## config.mk

```make
export PLATFORM = sky130hd
export DESIGN_NAME = hcg_hop_channel_generator
export DESIGN_NICKNAME = d
export VERILOG_FILES = /design/src/inc/hcg_pkg.sv /design/src/logic/hcg_hop_channel_generator.sv
export SDC_FILE = /design/constraint.sdc
export NUM_CORES = 1
export LEC_CHECK = 0
export ABC_CLOCK_PERIOD_IN_PS = 21400
export BUFFER_PORTS_ARGS = -buffer_cell sky130_fd_sc_hd__buf_4
export CELL_PAD_IN_SITES_DETAIL_PLACEMENT = 0
export CELL_PAD_IN_SITES_GLOBAL_PLACEMENT = 1
export CORE_AREA = 10 10 137 151
export CTS_CLUSTER_DIAMETER = 120
export DETAILED_ROUTE_END_ITERATION = 8
export DIE_AREA = 0 0 147 161
export PLACE_DENSITY = 0.77
export SKIP_LAST_GASP = 1
export SYNTH_ARGS = -nofsm -noshare
export SYNTH_HDL_FRONTEND = slang
export SYNTH_SLANG_ARGS = --single-unit
```

## constraint.sdc

```tcl
create_clock -name clk -period 21.4 [get_ports clk]
set_clock_uncertainty 0.2 [all_clocks]
set_input_delay 2.14 -clock clk [delete_from_list [all_inputs] [get_ports clk]]
set_output_delay 2.14 -clock clk [all_outputs]
set_load 0.01 [all_outputs]
```

## src/inc/hcg_pkg.sv

```systemverilog
// Constants and basic sequences for the hop channel generator
package hcg_pkg;

    // Region codes on the region port
    localparam logic [1:0] HCG_ISRAEL = 2'h0;
    localparam logic [1:0] HCG_JAPAN  = 2'h1;
    localparam logic [1:0] HCG_KOREA  = 2'h2;
    localparam logic [1:0] HCG_SPAIN  = 2'h3;

    // Frequency base, MHz
    localparam logic [11:0] HCG_FREQ_BASE = 12'h960;

    // Selection ranges
    localparam int HCG_SET_MAX     = 3;
    localparam int HCG_SET_STRIDE  = 3;
    localparam int HCG_ISR_SEQ_MAX = 11;
    localparam int HCG_CALC_SEQ_MAX = 4;
    localparam int HCG_SPN_SEQ_MAX = 9;

    // Israel plan
    localparam int          HCG_ISR_LEN  = 35;
    localparam logic [6:0]  HCG_ISR_LOW  = 7'h15;
    localparam logic [6:0]  HCG_ISR_HIGH = 7'h37;
    localparam int          HCG_ISR_UNK  = 18;
    localparam logic [6:0]  HCG_ISR_UNK_DEFAULT = 7'h1B;
    localparam logic [6:0] HCG_ISR_BASE [1:35] = '{
        7'h26, 7'h1A, 7'h27, 7'h35, 7'h2C, 7'h1C, 7'h25, 7'h19, 7'h22,
        7'h36, 7'h2F, 7'h1F, 7'h34, 7'h29, 7'h32, 7'h2B, 7'h21, 7'h00,
        7'h31, 7'h23, 7'h2E, 7'h15, 7'h1D, 7'h16, 7'h24, 7'h18, 7'h20,
        7'h33, 7'h2D, 7'h1E, 7'h30, 7'h28, 7'h17, 7'h2A, 7'h37};

    // Spain plan
    localparam int          HCG_SPN_LEN  = 27;
    localparam logic [6:0]  HCG_SPN_LOW  = 7'h2F;
    localparam logic [6:0]  HCG_SPN_HIGH = 7'h49;
    localparam logic [6:0] HCG_SPN_BASE [1:27] = '{
        7'h3C, 7'h33, 7'h47, 7'h41, 7'h34, 7'h3B, 7'h32, 7'h39, 7'h48,
        7'h42, 7'h37, 7'h46, 7'h3E, 7'h45, 7'h38, 7'h44, 7'h2F, 7'h35,
        7'h3D, 7'h30, 7'h43, 7'h36, 7'h3F, 7'h31, 7'h3A, 7'h40, 7'h49};

    // Japan and Korea plans
    localparam int          HCG_CALC_LEN = 23;
    localparam int          HCG_STEP_BASE = 6;
    localparam logic [6:0]  HCG_JPN_LOW  = 7'h49;
    localparam logic [6:0]  HCG_JPN_HIGH = 7'h5F;
    localparam logic [6:0]  HCG_KOR_LOW  = 7'h1E;
    localparam logic [6:0]  HCG_KOR_HIGH = 7'h34;

    // Reset values
    localparam logic [5:0]  HCG_IDX_RESET  = 6'h01;
    localparam logic [6:0]  HCG_CHAN_RESET = 7'h00;
    localparam logic [11:0] HCG_FREQ_RESET = 12'h000;

endpackage

```

## src/logic/hcg_hop_channel_generator.sv

```systemverilog
// Hop channel generator for four regional hopping plans
`timescale 1ns/1ns

// Behaviour
// Israel basic table, 35 entries, 21..55
// Israel adds offset, wraps by 35 above 55
// Israel set 1-3, sequence 1-11, index 1-35
// Frequency equals 2400 plus channel
// Japan has 23 hops within 73..95
// Step is 6 plus offset for Japan, Korea
// Japan channel is product mod 23 plus 73
// Korea channel is product mod 23 plus 30
// Japan, Korea set 1-3, sequence 1-4, index 1-23
// Spain basic table, 27 entries, 47..73
// Spain adds offset, wraps by 27 above 73
// Spain set 1-3, sequence 1-9
// Set 1 sequence 1 gives basic table
// Tick advances index, wraps, reset gives 1
// Israel entry 18 is a parameter
module hcg_hop_channel_generator
    import hcg_pkg::*;
#(
    parameter logic [6:0] ISR_ENTRY18 = HCG_ISR_UNK_DEFAULT
) (
    // Clock and reset
    input  wire logic        clk,
    input  wire logic        arst_n,
    // Plan selection
    input  wire logic [1:0]  region,
    input  wire logic [1:0]  hopSet,
    input  wire logic [3:0]  hopSeq,
    // Hop timing
    input  wire logic        hopTick,
    // Hop result
    output logic      [5:0]  hopIndex,
    output logic      [6:0]  channel,
    output logic      [11:0] freqMhz,
    output logic             chanValid
);

    typedef struct packed {
        logic [5:0]  idx;
        logic [6:0]  chan;
        logic [11:0] freq;
        logic        valid;
    } hcg_state_t;

    hcg_state_t s;
    hcg_state_t next_s;

    function automatic int planLen(input logic [1:0] rg);
        case (rg)
            HCG_ISRAEL: planLen = HCG_ISR_LEN;
            HCG_SPAIN:  planLen = HCG_SPN_LEN;
            default:    planLen = HCG_CALC_LEN;
        endcase
    endfunction

    function automatic logic [6:0] offsetOf(input logic [1:0] hs,
                                            input logic [3:0] hq);
        offsetOf = 7'((int'(hs) - 1) * HCG_SET_STRIDE + int'(hq) - 1);
    endfunction

    function automatic logic [6:0] isrBase(input logic [5:0] ix);
        isrBase = 7'h00;
        if (int'(ix) == HCG_ISR_UNK) begin
            isrBase = ISR_ENTRY18;
        end else if (ix >= 6'h01 && int'(ix) <= HCG_ISR_LEN) begin
            isrBase = HCG_ISR_BASE[ix];
        end
    endfunction

    function automatic logic [6:0] spnBase(input logic [5:0] ix);
        spnBase = 7'h00;
        if (ix >= 6'h01 && int'(ix) <= HCG_SPN_LEN) begin
            spnBase = HCG_SPN_BASE[ix];
        end
    endfunction

    // Bit 7 is the validity of the selection, bits 6:0 the channel
    function automatic logic [7:0] calcChan(input logic [1:0] rg,
                                            input logic [1:0] hs,
                                            input logic [3:0] hq,
                                            input logic [5:0] ix);
        logic [6:0] off;
        logic [7:0] sum;
        logic [6:0] step;
        logic [9:0] prod;
        logic [6:0] rem;
        logic       vld;
        logic [6:0] ch;
        off  = offsetOf(hs, hq);
        step = 7'(HCG_STEP_BASE + int'(off));
        prod = 10'((int'(ix) - 1) * int'(step));
        rem  = 7'(int'(prod) % HCG_CALC_LEN);
        vld  = hs >= 2'h1 && int'(hs) <= HCG_SET_MAX && hq >= 4'h1
               && ix >= 6'h01 && int'(ix) <= planLen(rg);
        sum  = 8'h00;
        ch   = HCG_CHAN_RESET;
        case (rg)
            HCG_ISRAEL: begin
                vld = vld && int'(hq) <= HCG_ISR_SEQ_MAX;
                sum = {1'b0, isrBase(ix)} + {1'b0, off};
                if (sum > {1'b0, HCG_ISR_HIGH}) begin
                    sum = sum - 8'(HCG_ISR_LEN);
                end
                ch = sum[6:0];
            end
            HCG_JAPAN: begin
                vld = vld && int'(hq) <= HCG_CALC_SEQ_MAX;
                ch  = rem + HCG_JPN_LOW;
            end
            HCG_KOREA: begin
                vld = vld && int'(hq) <= HCG_CALC_SEQ_MAX;
                ch  = rem + HCG_KOR_LOW;
            end
            HCG_SPAIN: begin
                vld = vld && int'(hq) <= HCG_SPN_SEQ_MAX;
                sum = {1'b0, spnBase(ix)} + {1'b0, off};
                if (sum > {1'b0, HCG_SPN_HIGH}) begin
                    sum = sum - 8'(HCG_SPN_LEN);
                end
                ch = sum[6:0];
            end
            default: begin
                vld = 1'b0;
            end
        endcase
        // An invalid selection shows channel 0 rather than a stray value
        calcChan = vld ? {1'b1, ch} : {1'b0, HCG_CHAN_RESET};
    endfunction

    logic [7:0] nextCalc;

    always_comb begin
        next_s = s;
        if (hopTick) begin
            // A region change may leave the index past the end
            if (int'(s.idx) >= planLen(region)) begin
                next_s.idx = HCG_IDX_RESET;
            end else begin
                next_s.idx = s.idx + 6'h01;
            end
        end
        // Channel follows the index it is shown with, same edge
        nextCalc     = calcChan(region, hopSet, hopSeq, next_s.idx);
        next_s.valid = nextCalc[7];
        next_s.chan  = nextCalc[6:0];
        next_s.freq  = HCG_FREQ_BASE + {5'h00, nextCalc[6:0]};
    end

    always_ff @(posedge clk or negedge arst_n) begin
        if (!arst_n) begin
            s.idx   <= HCG_IDX_RESET;
            s.chan  <= HCG_CHAN_RESET;
            s.freq  <= HCG_FREQ_RESET;
            s.valid <= 1'b0;
        end else begin
            s <= next_s;
        end
    end

    assign hopIndex  = s.idx;
    assign channel   = s.chan;
    assign freqMhz   = s.freq;
    assign chanValid = s.valid;
endmodule

```

==> run_results.csv <==
group,metric,value,unit
die,die_x,147,um
sta,setup_tns,0,ns
worst_setup_path,path_max_fanout,15,
logic_synthesis,synth_seq_area_share,6.89,%
outcome,status,"finished, final reports clean",
logic_synthesis,ys_ff_latch,18,
sta,tightestPinTransition,1.04,ns
clock_tree,cts_tree,"yes",
global_routing,use_met2,26.5,%
drt,post-route-drc-count,0,
final_layout,multi_input_area,5590,um2
die,dieArea,23700,um2
drt,drt-initial-drc-count,659,
clock_tree,ctsResizeCount,0,
logic_synthesis,ys_top_cells_by_area,"ha_1 (15%), fa_1 (7.6%), dfrtp_1 (6.5%)",
worst_setup_path,crit_type,"input pin to flop",
clock_tree,root_buffer,"clkbuf_16",
drt,vias,6444,
place,dp_hpwl,15.2,mm
die,dieHeight,161,um
worst_setup_path,cp.required,21.35,ns
drt,wl_per_cell,17.0,um
sta,slew_viol_final,0,
worst_setup_path,critical_path.most_common_cell,"inv_1",
final_layout,drive_above_1_share,9.58,%
final_layout,nets,992,
sta,fmax,60.6,MHz
drt,wl,19.0,mm
worst_setup_path,max_stage_delay,0.55,ns
logic_synthesis,synth_top_area_cell,"ha_1",
worst_setup_path,end_kind,"flop",
logic_synthesis,synth_cell_types,96,
global_routing,grtUsageTotal,15.3,%
logic_synthesis,synth_edf_count,0,
worst_setup_path,critical_path.startpoint_type,"input pin",
final_layout,syn_to_final_growth,7.06,%
final_layout,antennaDiodeCount,0,
min_path,min_from,"hopIndex[5]$_DFF_PN0_",
drt,dr.pass1.iters,8,
place,globalplace.congestion,0.944,
clock_tree,cts_buffers,3,
logic_synthesis,syn_area,6550,um2
die,core_area,17500,um2
worst_setup_path,cp_data_arrival_time,16.44,ns
logic_synthesis,synthCells,873,
sta,slew_headroom,28.8,%
die,row_count,51,
global_routing,grt_pass1_wl,31.3,mm
logic_synthesis,synth.most_common_cell,"inv_1",
drt,via_per_inst,5.78,
logic_synthesis,syn_area_per_cell,7.51,um2
job,maxCapViolCount,0,
clock_tree,h-tree-depth,1,
worst_setup_path,crit_path_top_delay_cell,"fa_1",
clock_tree,cts.path.max_buffers,2,
sta,hold_viol,0,
final_layout,ff_latch_area,452,um2
worst_setup_path,r2r_start,"hopIndex[0]$_DFF_PN1_",
clock_tree,insertion_delay,0.25,ns
sta,setup_viol_count_final,0,
sta,rsz0062_at_grt,"false",
sta,final.min_clock_period,16.49,ns
logic_synthesis,ys_top_cells_by_count,"inv_1 (79), ha_1 (78), nand2_1 (72), nor2_1 (72), a21oi_1 (71)",
logic_synthesis,synth_top_flop_cell,"dfrtp_1",
clock_tree,postCtsSetupBuffers,0,
clock_tree,cts_hold_buf,0,
final_layout,num-fill-cells,1846,
worst_setup_path,critical_path.startpoint,"region[0]",
die,start_util,37.3,%
global_routing,grt_max_degree,22,
global_routing,gr-total-overflow,0,
final_layout,fin_cells,1115,
place,numPlacedInstances,1111,
global_routing,antenna_found_initial,0,
place,portBuffers,34,
die,ios,37,
logic_synthesis,ys_warn_count,0,
drt,ant_nets,0,
global_routing,grt_pass1_vias,6229,
clock_tree,path_clk_slew,0.05,ns
global_routing,grt-busiest-layer,"met2",
logic_synthesis,synthArstFlopShare,100,%
logic_synthesis,synth.top_cell.area_share,14.9,%
sta,post-route-period-util,77.1,%
min_path,hold_path.class,"flop to flop",
global_routing,use_met3,1.01,%
global_routing,grt.met1_usage,20.4,%
clock_tree,clkSinkCount,18,
flip-flops by register name, indices dropped and copies added (netlist names):
name,count
chanValid,1
hopIndex,6
freqMhz,4
channel,7
layout by cell type, fill, tap and decap left out, types with 16 or more instances in the layout:
| cell | netlist | final |
|---|---|---|
| a21o_1 | 19 | 19 |
| inv_1 | 79 | 79 |
| fa_1 | 25 | 25 |
| nor2_1 | 72 | 72 |
| buf_4 | 10 | 37 |
| nand2_1 | 72 | 72 |
| xor2_1 | 17 | 17 |
| nor3_1 | 16 | 16 |
| dfrtp_1 | 17 | 17 |
| o21ai_0 | 36 | 36 |
| xnor2_1 | 35 | 35 |
| a31oi_1 | 16 | 16 |
| ha_1 | 78 | 78 |
| nand3_1 | 31 | 31 |
| a21oi_1 | 71 | 71 |
stage by stage:
step	hold slack, ns	area, um2	worst slack, ns	util (%)
2_1_floorplan	0.523	6560	6.89	-
3_3_place_gp	0.576	6930	5.18	39.5
3_5_place_dp	0.577	6930	4.79	39.5
4_1_cts	0.579	7020	4.98	40.0
5_1_grt	0.623	7020	3.79	40.0
6_report	0.585	7020	4.91	40.0
critical path, delay by kind of cell:
family                     cells  cell delay (ns)
AOI/OAI and AO/OA             21             5.00
adders and majority gates     12             4.89
and+or+nand+nor                6             1.38
buffers and inverters         11             1.37
xor gates and xnor gates       4             1.29
muxes                          1             0.31
path summary, 6_finish.rpt:
path | slack, ns | cells past startpoint | endpoint
worst max-delay path | 4.91 | 55 | freqMhz[6]$_DFF_PN0_
worst max register to register | 7.31 | 51 | freqMhz[6]$_DFF_PN0_
worst min-delay path | 0.58 | 2 | hopIndex[5]$_DFF_PN0_
min in group asynchronous | 1.55 | 1 | hopIndex[3]$_DFF_PN0_
max in group asynchronous | 19.19 | 1 | hopIndex[0]$_DFF_PN1_
worst min register to register | 0.58 | 2 | hopIndex[5]$_DFF_PN0_
routing by layer:
metal	vias up	part of all wire [%]
met5	-	0
met2	196	49
met4	0	1.7
met3	32	3.8
met1	3054	46
li1	3162	-
final cells by class:
class / instances / share of cell area [%]
Tap cell: 238 / 4.24
Timing Repair Buffer: 37 / 3.96
Sequential cell: 18 / 6.44
Clock buffer: 4 / 1.27
Multi-Input combinational cell: 735 / 79.7
Inverter: 83 / 4.44
cells by family (layout without fill, tap and decap cells):
logic type | after synthesis | in the layout | synth area share, %
simple gates | 277 | 277 | 20.8
compound gates | 268 | 268 | 29.1
buf+inv | 121 | 124 | 7.88
fa+ha+maj | 104 | 104 | 22.7
xor+xnor | 57 | 57 | 8.30
mux | 26 | 26 | 4.20
flops | 18 | 18 | 6.89
other cells | 2 | 3 | 0.115
Power is left out: the tool's default activity adds up to more than one toggle a clock period on the data nets, which glitch-free logic cannot reach.
